<file path="src/core/adp_pkg.sv">
// Operation
// - PIO drive address is the two chip selects plus three address lines.
// - Task-file accesses use data bits 7..0; the data register uses all 16.
// - PIO transfers issued by command codes 04h and 05h use 16 data bits.
// - IORDY is sampled at least 35 ns after the strobe is asserted.
// - A released (high) IORDY adds no wait state.
// - IORDY high again by the sampling point adds no wait state.
// - IORDY low past the sampling point stretches the strobe until IORDY returns.
// - Each PIO cycle lasts at least 600, 383, 240, 180 or 120 ns per mode.
// - Recovery phase is lengthened until the full cycle minimum holds.
// - Read and write strobes each have programmable active polarity.
// - Burst 00h keeps the request up until the last transfer or FIFO full.
// - Burst 01h raises one request per transfer.
// - Burst above 01h raises one request per group of N transfers.
package adp_pkg;

  localparam int CLK_MHZ = 40;
  localparam int NS_PER_US = 1000;

  // ---------------------------------------------------------------------------
  // Register map
  // ---------------------------------------------------------------------------
  localparam logic [11:0] OFF_CTRL     = 12'h000;
  localparam logic [11:0] OFF_PIO_CMD  = 12'h004;
  localparam logic [11:0] OFF_PIO_STAT = 12'h008;
  localparam logic [11:0] OFF_DMA_CNT  = 12'h00c;
  localparam logic [11:0] OFF_DMA_STAT = 12'h010;

  localparam logic [31:0] CTRL_RESET = 32'h0000_0000;
  localparam int CTRL_MODE_LSB  = 0;
  localparam int CTRL_RDPOL     = 3;
  localparam int CTRL_WRPOL     = 4;
  localparam int CTRL_ACKPOL    = 5;
  localparam int CTRL_REQPOL    = 6;
  localparam int CTRL_DIR       = 7;
  localparam int CTRL_DMODE_LSB = 8;
  localparam int CTRL_BURST_LSB = 16;

  localparam int CMD_DA_LSB   = 0;
  localparam int CMD_CS0      = 3;
  localparam int CMD_CS1      = 4;
  localparam int CMD_WRITE    = 5;
  localparam int CMD_CODE_LSB = 8;
  localparam int CMD_DATA_LSB = 16;

  localparam logic [7:0] CODE_PIO_RD = 8'h04;
  localparam logic [7:0] CODE_PIO_WR = 8'h05;
  localparam logic [2:0] DA_DATA_REG = 3'h0;

  localparam logic [1:0] DMODE_STROBES = 2'h0;
  localparam logic [1:0] DMODE_ACK     = 2'h2;
  localparam logic [7:0] BURST_CONT    = 8'h00;
  localparam logic [7:0] BURST_SINGLE  = 8'h01;

  // ---------------------------------------------------------------------------
  // PIO timing per mode 0..4
  // ---------------------------------------------------------------------------
  localparam int NUM_MODES = 5;
  typedef int adp_ns_t [NUM_MODES];
  localparam adp_ns_t TCY_NS = '{600, 383, 240, 180, 120};
  localparam adp_ns_t TSU1_NS = '{70, 50, 30, 30, 25};
  localparam adp_ns_t TW1_NS = '{165, 125, 100, 80, 70};
  localparam adp_ns_t TW2_NS = '{0, 0, 0, 70, 25};
  localparam int TSU4_NS = 35;
  localparam int TW3_MAX_NS = 1250;

  function automatic logic [7:0] adp_cyc(input int ns);
    int c;
    c = (ns * CLK_MHZ + NS_PER_US - 1) / NS_PER_US;
    if (c < 1) begin
      c = 1;
    end
    return c[7:0];
  endfunction

  localparam logic [7:0] TSU4_CYC = adp_cyc(TSU4_NS);

  typedef enum logic [2:0] {
    PIO_IDLE   = 3'b000,
    PIO_SETUP  = 3'b001,
    PIO_ACTIVE = 3'b010,
    PIO_WAIT   = 3'b011,
    PIO_RECOV  = 3'b100
  } adp_pio_e;

endpackage

</file>
<file path="src/core/adp_top.sv">
`timescale 1ns/100ps
module adp_top (
  input  wire logic        pclk,
  input  wire logic        presetn,
  input  wire logic        psel,
  input  wire logic        penable,
  input  wire logic        pwrite,
  input  wire logic [11:0] paddr,
  input  wire logic [31:0] pwdata,
  output logic      [31:0] prdata,
  output logic             pready,
  output logic             pslverr,
  output logic      [1:0]  ata_cs_n,
  output logic      [2:0]  ata_da,
  output logic             ata_dior,
  output logic             ata_diow,
  input  wire logic        ata_iordy,
  input  wire logic [15:0] ata_data_i,
  output logic      [15:0] ata_data_o,
  output logic      [1:0]  ata_data_oe_n,
  output logic             gd_dreq,
  input  wire logic        gd_dack,
  input  wire logic        gd_dior,
  input  wire logic        gd_diow,
  input  wire logic [15:0] gd_data_i,
  output logic      [15:0] gd_data_o,
  output logic             gd_data_oe_n,
  input  wire logic [15:0] dma_rdata,
  output logic             dma_rd_take,
  output logic      [15:0] dma_wdata,
  output logic             dma_wr_valid,
  input  wire logic        fifo_full
);

  // ---------------------------------------------------------------------------
  // APB slave
  // ---------------------------------------------------------------------------
  logic [31:0] ctrl_r;
  logic [31:0] cmd_r;
  logic [15:0] pio_rdata_r;
  logic        pio_waited_r;
  logic [15:0] dma_cnt_r;
  logic        dreq_lvl_r;
  logic        wr_acc;
  logic        hit;
  logic [31:0] rd_mux;
  adp_pkg::adp_pio_e pio_st_r;
  adp_pkg::adp_pio_e pio_st_nxt;

  assign wr_acc = psel && penable && pready && pwrite;

  always_comb begin
    hit    = 1'b1;
    rd_mux = 32'h0000_0000;
    unique case (paddr)
      adp_pkg::OFF_CTRL:     rd_mux = ctrl_r;
      adp_pkg::OFF_PIO_CMD:  rd_mux = cmd_r;
      adp_pkg::OFF_PIO_STAT: rd_mux = {pio_rdata_r, 14'h0000, pio_waited_r,
                                       pio_st_r != adp_pkg::PIO_IDLE};
      adp_pkg::OFF_DMA_CNT:  rd_mux = {16'h0000, dma_cnt_r};
      adp_pkg::OFF_DMA_STAT: rd_mux = {30'h0000_0000, dreq_lvl_r, dma_cnt_r != 16'h0000};
      default:               hit = 1'b0;
    endcase
  end

  // Zero-wait slave: pready rises in the access cycle right after setup.
  always_ff @(posedge pclk or negedge presetn) begin
    if (!presetn) begin
      pready  <= 1'b0;
      prdata  <= 32'h0000_0000;
      pslverr <= 1'b0;
    end else begin
      pready  <= psel && !penable;
      prdata  <= (psel && !penable && !pwrite) ? rd_mux : 32'h0000_0000;
      pslverr <= psel && !penable && !hit;
    end
  end

  always_ff @(posedge pclk or negedge presetn) begin
    if (!presetn) begin
      ctrl_r <= adp_pkg::CTRL_RESET;
    end else if (wr_acc && paddr == adp_pkg::OFF_CTRL) begin
      ctrl_r <= pwdata;
    end
  end

  logic       start_pio;
  logic [2:0] mode;
  logic       rd_pol;
  logic       wr_pol;
  assign start_pio = wr_acc && paddr == adp_pkg::OFF_PIO_CMD && pio_st_r == adp_pkg::PIO_IDLE;
  assign mode      = (ctrl_r[adp_pkg::CTRL_MODE_LSB +: 3] > 3'h4) ? 3'h4
                     : ctrl_r[adp_pkg::CTRL_MODE_LSB +: 3];
  assign rd_pol    = ctrl_r[adp_pkg::CTRL_RDPOL];
  assign wr_pol    = ctrl_r[adp_pkg::CTRL_WRPOL];

  always_ff @(posedge pclk or negedge presetn) begin
    if (!presetn) begin
      cmd_r <= 32'h0000_0000;
    end else if (start_pio) begin
      cmd_r <= pwdata;
    end
  end

  // ---------------------------------------------------------------------------
  // PIO host cycle
  // ---------------------------------------------------------------------------
  logic [31:0] cmd_cur;
  logic        is_write;
  logic        wide;
  logic [7:0] code;
  logic [2:0] da;
  logic [7:0] tsu1_c;
  logic [7:0] tw1_c;
  logic [7:0] tw2_c;
  logic [7:0] tcy_c;
  logic [7:0] cyc_r;
  logic       tick_load;
  logic [7:0] tick_val;
  logic       tick_done;
  logic       strobe_nxt;
  logic       take_rd;

  // The command being accepted is used at once, so address and selects are right from setup.
  assign cmd_cur  = start_pio ? pwdata : cmd_r;
  assign is_write = cmd_cur[adp_pkg::CMD_WRITE];
  assign code     = cmd_cur[adp_pkg::CMD_CODE_LSB +: 8];
  assign da       = cmd_cur[adp_pkg::CMD_DA_LSB +: 3];
  assign wide     = code == adp_pkg::CODE_PIO_RD || code == adp_pkg::CODE_PIO_WR
                    || (cmd_cur[adp_pkg::CMD_CS0] && !cmd_cur[adp_pkg::CMD_CS1]
                        && da == adp_pkg::DA_DATA_REG);

  always_comb begin
    tsu1_c = 8'h01;
    tw1_c  = 8'h01;
    tw2_c  = 8'h01;
    tcy_c  = 8'h01;
    for (int m = 0; m < adp_pkg::NUM_MODES; m++) begin
      if (mode == m[2:0]) begin
        tsu1_c = adp_pkg::adp_cyc(adp_pkg::TSU1_NS[m]);
        tw1_c  = adp_pkg::adp_cyc(adp_pkg::TW1_NS[m]);
        tw2_c  = adp_pkg::adp_cyc(adp_pkg::TW2_NS[m]);
        tcy_c  = adp_pkg::adp_cyc(adp_pkg::TCY_NS[m]);
      end
    end
  end

  always_comb begin
    pio_st_nxt = pio_st_r;
    tick_load  = 1'b0;
    tick_val   = 8'h00;
    take_rd    = 1'b0;
    unique case (pio_st_r)
      adp_pkg::PIO_IDLE: begin
        if (start_pio) begin
          pio_st_nxt = adp_pkg::PIO_SETUP;
          tick_load  = 1'b1;
          tick_val   = tsu1_c;
        end
      end
      adp_pkg::PIO_SETUP: begin
        if (tick_done) begin
          pio_st_nxt = adp_pkg::PIO_ACTIVE;
        end
      end
      adp_pkg::PIO_ACTIVE: begin
        if (cyc_r == adp_pkg::TSU4_CYC - 8'h01 && !ata_iordy) begin
          pio_st_nxt = adp_pkg::PIO_WAIT;
        end else if (cyc_r + 8'h01 >= tw1_c && cyc_r + 8'h01 >= adp_pkg::TSU4_CYC) begin
          pio_st_nxt = adp_pkg::PIO_RECOV;
          take_rd    = 1'b1;
          tick_load  = 1'b1;
          tick_val   = tw2_c;
        end
      end
      adp_pkg::PIO_WAIT: begin
        if (ata_iordy && cyc_r + 8'h01 >= tw1_c) begin
          pio_st_nxt = adp_pkg::PIO_RECOV;
          take_rd    = 1'b1;
          tick_load  = 1'b1;
          tick_val   = tw2_c;
        end
      end
      adp_pkg::PIO_RECOV: begin
        if (tick_done && cyc_r + 8'h01 >= tcy_c) begin
          pio_st_nxt = adp_pkg::PIO_IDLE;
        end
      end
      default: pio_st_nxt = adp_pkg::PIO_IDLE;
    endcase
  end

  adp_tick u_tick (
    .pclk     (pclk),
    .presetn  (presetn),
    .load     (tick_load),
    .load_val (tick_val),
    .done     (tick_done)
  );

  always_ff @(posedge pclk or negedge presetn) begin
    if (!presetn) begin
      pio_st_r <= adp_pkg::PIO_IDLE;
    end else begin
      pio_st_r <= pio_st_nxt;
    end
  end

  // Cycle counter runs from strobe assertion so the full cycle time covers waits.
  always_ff @(posedge pclk or negedge presetn) begin
    if (!presetn) begin
      cyc_r <= 8'h00;
    end else if (pio_st_r == adp_pkg::PIO_SETUP || pio_st_r == adp_pkg::PIO_IDLE) begin
      cyc_r <= 8'h00;
    end else if (cyc_r != 8'hff) begin
      cyc_r <= cyc_r + 8'h01;
    end
  end

  assign strobe_nxt = pio_st_nxt == adp_pkg::PIO_ACTIVE || pio_st_nxt == adp_pkg::PIO_WAIT;

  always_ff @(posedge pclk or negedge presetn) begin
    if (!presetn) begin
      ata_cs_n      <= 2'h3;
      ata_da        <= 3'h0;
      ata_dior      <= 1'b1;
      ata_diow      <= 1'b1;
      ata_data_o    <= 16'h0000;
      ata_data_oe_n <= 2'h3;
    end else begin
      ata_dior <= (strobe_nxt && !is_write) ? rd_pol : !rd_pol;
      ata_diow <= (strobe_nxt && is_write) ? wr_pol : !wr_pol;
      if (pio_st_nxt != adp_pkg::PIO_IDLE) begin
        ata_cs_n <= ~{cmd_cur[adp_pkg::CMD_CS1], cmd_cur[adp_pkg::CMD_CS0]};
        ata_da   <= da;
      end else begin
        ata_cs_n <= 2'h3;
      end
      ata_data_o <= cmd_cur[adp_pkg::CMD_DATA_LSB +: 16];
      // The bus is driven only in write cycles, so a read never contends with
      // the drive releasing it.
      if (pio_st_nxt != adp_pkg::PIO_IDLE && is_write) begin
        ata_data_oe_n <= {!wide, 1'b0};
      end else begin
        ata_data_oe_n <= 2'h3;
      end
    end
  end

  always_ff @(posedge pclk or negedge presetn) begin
    if (!presetn) begin
      pio_rdata_r  <= 16'h0000;
      pio_waited_r <= 1'b0;
    end else begin
      if (take_rd && !is_write) begin
        pio_rdata_r <= wide ? ata_data_i : {8'h00, ata_data_i[7:0]};
      end
      if (start_pio) begin
        pio_waited_r <= 1'b0;
      end else if (pio_st_r == adp_pkg::PIO_WAIT) begin
        pio_waited_r <= 1'b1;
      end
    end
  end

  // ---------------------------------------------------------------------------
  // Generic DMA slave port
  // ---------------------------------------------------------------------------
  logic [1:0]  dmode;
  logic [7:0]  burst;
  logic        dir_rd;
  logic        dack_act;
  logic        stb;
  logic        stb_q;
  logic        stb_on;
  logic        stb_off;
  logic        last_grp;
  logic        hold_r;
  logic [7:0]  grp_r;
  logic [15:0] gd_in_q;
  logic        lvl;

  assign dmode    = ctrl_r[adp_pkg::CTRL_DMODE_LSB +: 2];
  assign burst    = ctrl_r[adp_pkg::CTRL_BURST_LSB +: 8];
  assign dir_rd   = ctrl_r[adp_pkg::CTRL_DIR];
  assign dack_act = gd_dack == ctrl_r[adp_pkg::CTRL_ACKPOL];
  assign stb      = (dmode == adp_pkg::DMODE_ACK) ? dack_act
                    : dack_act && (dir_rd ? gd_dior == rd_pol : gd_diow == wr_pol);
  assign stb_on   = stb && !stb_q && dma_cnt_r != 16'h0000;
  assign stb_off  = !stb && stb_q && dma_cnt_r != 16'h0000;
  assign last_grp = dma_cnt_r == 16'h0001
                    || (burst == adp_pkg::BURST_SINGLE)
                    || (burst != adp_pkg::BURST_CONT && grp_r + 8'h01 >= burst);
  assign lvl      = dma_cnt_r != 16'h0000 && !fifo_full && !hold_r
                    && !(stb_on && last_grp);

  always_ff @(posedge pclk or negedge presetn) begin
    if (!presetn) begin
      stb_q   <= 1'b0;
      gd_in_q <= 16'h0000;
    end else begin
      stb_q   <= stb;
      gd_in_q <= gd_data_i;
    end
  end

  always_ff @(posedge pclk or negedge presetn) begin
    if (!presetn) begin
      dma_cnt_r <= 16'h0000;
    end else if (wr_acc && paddr == adp_pkg::OFF_DMA_CNT) begin
      dma_cnt_r <= pwdata[15:0];
    end else if (stb_off) begin
      dma_cnt_r <= dma_cnt_r - 16'h0001;
    end
  end

  // The request drops at the strobe that ends a group and returns after it ends.
  always_ff @(posedge pclk or negedge presetn) begin
    if (!presetn) begin
      hold_r <= 1'b0;
      grp_r  <= 8'h00;
    end else if (wr_acc && paddr == adp_pkg::OFF_DMA_CNT) begin
      hold_r <= 1'b0;
      grp_r  <= 8'h00;
    end else if (stb_on) begin
      hold_r <= last_grp;
      grp_r  <= last_grp ? 8'h00 : grp_r + 8'h01;
    end else if (stb_off) begin
      hold_r <= 1'b0;
    end
  end

  always_ff @(posedge pclk or negedge presetn) begin
    if (!presetn) begin
      dreq_lvl_r   <= 1'b0;
      gd_dreq      <= 1'b0;
      gd_data_o    <= 16'h0000;
      gd_data_oe_n <= 1'b1;
      dma_rd_take  <= 1'b0;
      dma_wdata    <= 16'h0000;
      dma_wr_valid <= 1'b0;
    end else begin
      dreq_lvl_r   <= lvl;
      gd_dreq      <= lvl == ctrl_r[adp_pkg::CTRL_REQPOL];
      gd_data_o    <= dma_rdata;
      gd_data_oe_n <= !(dir_rd && dack_act && dma_cnt_r != 16'h0000);
      dma_rd_take  <= stb_off && dir_rd;
      dma_wr_valid <= stb_off && !dir_rd;
      if (stb_off && !dir_rd) begin
        dma_wdata <= gd_in_q;
      end
    end
  end

endmodule

</file>
<file path="src/core/adp_tick.sv">
`timescale 1ns/100ps
module adp_tick (
  input  wire logic       pclk,
  input  wire logic       presetn,
  input  wire logic       load,
  input  wire logic [7:0] load_val,
  output logic            done
);

  logic [7:0] cnt_r;

  // Counts down once per clock from load_val to zero; done marks the last cycle.
  always_ff @(posedge pclk or negedge presetn) begin
    if (!presetn) begin
      cnt_r <= 8'h00;
    end else if (load) begin
      cnt_r <= load_val;
    end else if (cnt_r != 8'h00) begin
      cnt_r <= cnt_r - 8'h01;
    end
  end

  assign done = (cnt_r <= 8'h01);

endmodule

</file>
<file path="config.mk">
export PLATFORM = sky130hd
export DESIGN_NAME = adp_top
export DESIGN_NICKNAME = d
export VERILOG_FILES = /design/src/core/adp_pkg.sv /design/src/core/adp_top.sv /design/src/core/adp_tick.sv
export SDC_FILE = /design/constraint.sdc
export NUM_CORES = 1
export LEC_CHECK = 0
export BUFFER_PORTS_ARGS = -buffer_cell sky130_fd_sc_hd__buf_2
export CAP_MARGIN = 20
export CORE_ASPECT_RATIO = 1.4
export CORE_MARGIN = 2
export CORE_UTILIZATION = 60
export CTS_CLUSTER_SIZE = 24
export DETAILED_ROUTE_END_ITERATION = 12
export GPL_TIMING_DRIVEN = 0
export PLACE_DENSITY = 0.92
export SLEW_MARGIN = 20
export SYNTH_ARGS = -nofsm -noshare
export SYNTH_HDL_FRONTEND = slang
export SYNTH_SLANG_ARGS = --single-unit
</file>
<file path="constraint.sdc">
create_clock -name pclk -period 4.3 [get_ports pclk]
set_input_delay 0.86 -clock pclk [delete_from_list [all_inputs] [get_ports pclk]]
set_output_delay 0.86 -clock pclk [all_outputs]
set_load 0.05 [all_outputs]
</file>
==> qor.yml, run 1 <==
grt_first_pass_wirelength_um: 42350
drc: 0
clock_sinks: 222
rsz0062_at_grt: "false"
hold_viol: 0
yosysTopAreaCellShare_pct: 53.45
ctsRootBufferMaster: "clkbuf_16"
period_minus_slack_ns: 3.498
numCtsBuffers: 22
placedCellCount: 1365
synth_fp_nets: 1091
worst_pin_slew_ns: 1.207
synth_edf_count: 0
critPathMaxStageDelay_ns: 0.72
vdd_drop_max_v: 0.0002898
syn-instance-count: 966
vias: 8238
fin_crit_sh_pct: 81.35
fp.coreArea_sq_um: 16610
grt_pass1_vias: 8303
netlist_top_cells_count: "dfrtp_1 (215), nand2_1 (159), nor2_1 (93)"
ys_seq_area_share_pct: 55.28
drt_wl_total_um: 26530
power.static_leakage_nw: 6.120
gr-total-overflow: 0
tritoncts: "yes"
layout-drive-gt1-share_pct: 27.45
syn_to_final_growth_pct: 20.41
synth.avg_cell_area_sq_um: 10.42
synth.area.top_cells: "dfrtp_1 (53%), nand2_1 (5.9%), mux2_2 (5.3%)"
grt_max_degree: 101
power_density_nw_per_um2: 452.8
cp-end-kind: "flip-flop"
maxSlewHeadroom_pct: 18.40
htreeDepth: 1
skew_ns: 0.01891
synthFlopType: "dfrtp_1"
cts_setup_buffers: 0
path_cells: "ha_1 -> nand3_1 -> xnor2_1 -> ha_1 -> a21o_1 -> a211oi_1 -> o21ai_0 -> o41ai_1 -> clkbuf_1 -> o21ai_0 -> a21oi_1"
rows: 56
setup_viol: 0
cp_top_family: "compound AO/OA/AOI/OAI gates"
layout.nets: 1311
gp_congestion: 0.9320
synth_area_leader_cell: "dfrtp_1"
vias_per_cell: 5.855
hpwlAfterDp_um: 18660
async_flop_share_pct: 100.0
wl_per_cell_um: 18.86
status: "finished, final reports clean"
cts_hold_buf: 0
hp-class: "in -> async"
synth_most_common_cell: "dfrtp_1"
yosysWarnings: 0
clockBufferDepth: 3
drt_first_pass_iters: 6
antenna_found_initial: 2
drtIter0Drc: 844
crit_buf_inv: 1
synth_area_sq_um: 10070
die_area_sq_um: 17840
worstReg2RegStart: "grp_r[0]$_DFFE_PN0P_"
portBuffers: 194
worstPathArrival_ns: 3.93
clock_latency_ns: 0.51
die_w_um: 113.5
clock.fmax_mhz: 285.9
required_ns: 4.73
grt_use_total_pct: 30.12
ioPinCount: 197
drv_cap: 0
cp-startpoint: "grp_r[0]$_DFFE_PN0P_"
worst_path_max_delay_cell: "o41ai_1"
path_clk_slew_ns: 0.07
ant_nets: 0
cts_resized: 0
yosysUniqueCellTypes: 60
crit_type: "reg -> reg"
worst-path-max-fanout: 10
layout_setup_ws_ns: 0.8018
start_util_pct: 60.62
layout.cells.non_filler: 1407
dp_worst_setup_slack_ns: 0.8844
start_kind: "flip-flop"
maxSlewViolCount: 0
ys_ff_latch: 222
dieHeight_um: 157.3
==> sequential cells by signal, summed over array words and instances (netlist names), 2 cells and up <==
register       count
dma_wdata         16
gd_data_o         16
dma_cnt_r         16
pio_rdata_r       16
ctrl_r            32
gd_in_q           16
prdata            32
ata_data_o        15
ata_data_oe_n      2
ata_da             3
grp_r              8
cmd_r             17
pio_st_r           3
ata_cs_n           2
u_tick.cnt_r       8
cyc_r              8
==> layout make-up <==
cell class,count,area (sq um)
sequential,222,5564
fill,1076,4486
multi-input combinational,649,4046
timing repair buffer,196,1036
clock buffer,30,651.9
buffer,61,327.8
tap,203,254.0
inverter,34,127.6
clock inverter,10,107.6
antenna,2,5.005
==> cell families (layout without fill, tap and decap cells) <==
logic type	count (synthesis)	count (layout)	synth area share, %
simple gates	372	372	17.14
flops	222	222	55.28
compound gates	132	132	7.645
buf+inv	95	331	4.524
mux	85	85	9.335
xor+xnor	37	37	3.219
fa+ha+maj	23	23	2.859
other cells	0	2	0
==> final timing paths <==
path | cells after the start | end | slack [ns]
setup reg to reg | 11 | grp_r[5]$_DFFE_PN0P_ | 0.80
max in group asynchronous | 2 | prdata[15]$_DFF_PN0_ | 3.30
hold reg to reg | 2 | pio_rdata_r[12]$_DFFE_PN0P_ | 0.48
setup / recovery | 11 | grp_r[5]$_DFFE_PN0P_ | 0.80
hold / removal | 1 | gd_data_o[4]$_DFF_PN0_ | 0.21
min in group pclk | 1 | gd_data_o[4]$_DFF_PN0_ | 0.45
==> per-layer routing <==
layer  track usage (%)  vias to the layer above  wire [um]
met5                 0                        -          0
met4             15.21                        0       1306
met3             5.275                      104       2153
met2             51.27                      494      13340
met1             37.01                     3932       9727
li1                  -                     3708          -
==> per-stage QoR <==
step                utilization [%]  hold WS (ns)  total power [mW]  area (sq um)  setup TNS, ns
floorplan                         -        0.4385             3.171         10070              0
CTS                           72.96        0.2186             5.489         12120              0
finish                        72.99        0.2122             5.488         12120              0
global route                  72.99        0.2247             5.716         12120              0
detailed placement            68.38        0.4663             3.500         11360              0
global placement              67.99        0.4504             3.431         11290        -266.01
==> cell usage in the layout, fill, tap and decap left out, types with 6 or more instances in the layout <==
cell type / instances
nand2b_1: 7
nor4_1: 10
a21oi_1: 52
inv_1: 34
nand2_1: 159
mux2i_1: 32
buf_4: 18
buf_2: 200
nor2b_1: 9
nor2_1: 93
ha_1: 23
xnor2_1: 18
clkbuf_1: 30
o31ai_1: 8
clkbuf_16: 23
nor3_1: 11
or3_1: 8
o21ai_0: 38
a31oi_1: 7
mux2_2: 47
xor2_1: 19
nand3_1: 29
nand4_1: 10
clkinv_2: 6
dfstp_2: 7
dfrtp_1: 215
==> report_power, final <==
| part | switching [mW] | internal [mW] |
|---|---|---|
| Clock | 0.802 | 1.19 |
| Sequential | 0.202 | 2.28 |
| Combinational | 0.627 | 0.387 |
Power figures use the tool's default switching activity.
==> run 2: changes to the inputs <==
Settings changed: ABC_AREA from default to 1, CORE_UTILIZATION 60 to 55, PLACE_DENSITY 0.92 to 0.86.
Clock period 4.3 ns to 3.56 ns, I/O delays scaled along.
==> qor.yml, run 2 <==
yosysWarnings: 0
syn_to_final_growth_pct: 21.00
grt_use_total_pct: 28.46
stdcell_area_sq_um: 12120
grt_pass1_vias: 8903
finalSetupTns_ns: 0
clock_latency_ns: 0.52
start_util_pct: 55.88
vias: 8960
drc: 0
synth.area.top_cells: "dfrtp_1 (54%), nand2_1 (10%), inv_1 (4.7%)"
rsz0062_at_grt: "false"
drv_cap: 0
setup_viol: 0
vdd_drop_max_v: 0.0004262
gr-total-overflow: 0
maxSlewHeadroom_pct: 53.95
synth_edf_count: 0
gp_congestion: 0.9241
synth.avg_cell_area_sq_um: 9.015
ff2ff_path_depth: 17
drtIter0Drc: 1026
rrSetupSlack_ns: 0.79
numCtsBuffers: 22
crit_type: "reg -> reg"
layout-drive-gt1-share_pct: 22.76
clockBufferDepth: 3
ys_seq_area_share_pct: 55.55
synth_area_leader_cell: "dfrtp_1"
top_regs: "ctrl_r: 32 flops, prdata: 32 flops, cmd_r: 17 flops"
tritoncts: "yes"
htreeDepth: 1
vias_per_cell: 5.635
layout.nets: 1458
ioPinCount: 197
drt_wl_total_um: 27760
worst-path-max-fanout: 7
yosysUniqueCellTypes: 43
clock_sinks: 222
portBuffers: 196
hold_viol: 0
dieHeight_um: 163.7
async_flop_share_pct: 100.0
die_area_sq_um: 19320
power.static_leakage_nw: 6.182
cts_resized: 0
antenna_found_initial: 1
grt_max_degree: 96
maxSlewViolCount: 0
fin_crit_sh_pct: 77.85
fp.coreArea_sq_um: 17920
wl_per_cell_um: 17.46
path_clk_slew_ns: 0.06
grt_first_pass_wirelength_um: 43630
worst_pin_slew_ns: 0.6907
cts_setup_buffers: 0
hpwlAfterDp_um: 19930
yosysTopAreaCellShare_pct: 53.72
netlist_top_cells_count: "nand2_1 (271), dfrtp_1 (215), inv_1 (125)"
synth_area_sq_um: 10020
ctsRootBufferMaster: "clkbuf_16"
power_density_nw_per_um2: 526.1
skew_ns: 0.02202
cts_hold_buf: 0
synth_fp_nets: 1236
cp-end-kind: "flip-flop"
drt_first_pass_iters: 7
hp-class: "in -> async"
worstPathArrival_ns: 3.16
period_minus_slack_ns: 2.771
synthFlopType: "dfrtp_1"
rows: 58
clock.fmax_mhz: 360.8
ant_nets: 0
required_ns: 3.95
dpl-instance-area_sq_um: 11360
final_common_cell: "nand2_1"
layout_common_cells: "nand2_1 (271), dfrtp_1 (215), buf_2 (198)"
synth_most_common_cell: "nand2_1"
die_w_um: 118.1
status: "finished, final reports clean"
start_kind: "flip-flop"
ys_ff_latch: 222
syn-instance-count: 1111
run 2: cell types whose count changed after synthesis, sizes merged, moves of 32 or more:
cell,previous run,this run
nand2,159,276
inv,34,128
o21ai,40,100
nand3,29,86
mux2,51,16
mux2i,32,0
run 2: layout make-up:
class                      count  area (sq um)
fill                        1360          5806
sequential                   222          5564
clock buffer                  28         603.1
buffer                        48         274.0
clock inverter                12         151.4
tap                          240         300.3
inverter                     131         494.2
timing repair buffer         198          1046
antenna                        1         2.502
multi-input combinational    710          3684
run 2: final timing paths:
path,startpoint,endpoint
max,cyc_r[0]$_DFFE_PN0P_,ata_da[2]$_DFFE_PN0N_
max in group asynchronous,presetn,gd_data_o[12]$_DFF_PN0_
min in group pclk,gd_data_i[13],gd_in_q[13]$_DFF_PN0_
max reg2reg,cyc_r[0]$_DFFE_PN0P_,ata_da[2]$_DFFE_PN0N_
min reg2reg,gd_in_q[9]$_DFF_PN0_,dma_wdata[9]$_DFFE_PN0P_
min,presetn,ctrl_r[12]$_DFFE_PN0P_
run 2: critical path: stages, from the launching register on:
cell and delay [ns]:
dfrtp_1 0.45, ha_1 0.25, nand2_1 0.09, inv_1 0.09, nor2_1 0.24, ha_1 0.29, inv_1 0.05, a21oi_1 0.05
o21ai_0 0.25, nand2_1 0.09, nand2_1 0.10, nand2_1 0.11, inv_2 0.12, nand2_1 0.08, nand2_2 0.13, nand2_2 0.12
nand2_1 0.09, nand2_1 0.06
run 2: report_power, final:
part	internal, mW	switching, mW	total (mW)
combinational	0.382	0.670	1.05
clock	1.42	1.00	2.43
sequential	2.72	0.175	2.90
total	4.53	1.85	6.38
run 2: stage by stage:
stage	util, %	cells	total power [mW]	worst slack [ns]	hold WS [ns]
after floorplan	-	1111	3.638	1.316	0.4164
after CTS	67.60	1589	6.380	0.7822	0.07984
after global routing	67.61	1590	6.664	0.4899	0.08668
after detailed placement	63.39	1549	3.975	0.5022	0.4635
after global placement	63.03	1547	3.914	-1.851	0.4542
final	67.61	1590	6.376	0.7886	0.07121
run 2: metal layers:
layer | track usage (%) | vias up | share of wire, %
li1 | - | 4046 | -
met1 | 32.66 | 4334 | 36
met2 | 49.10 | 450 | 51
met3 | 5.063 | 130 | 7.0
met4 | 18.51 | 0 | 6.3
met5 | 0 | - | 0
run 2: cells by family after synthesis:
group	count (synthesis)	share of synthesized area, %
compound gates	172	9.669
xor+xnor	24	2.099
fa+ha+maj	23	2.873
buf+inv	179	7.670
flops	222	55.55
mux	16	1.799
simple gates	475	20.34
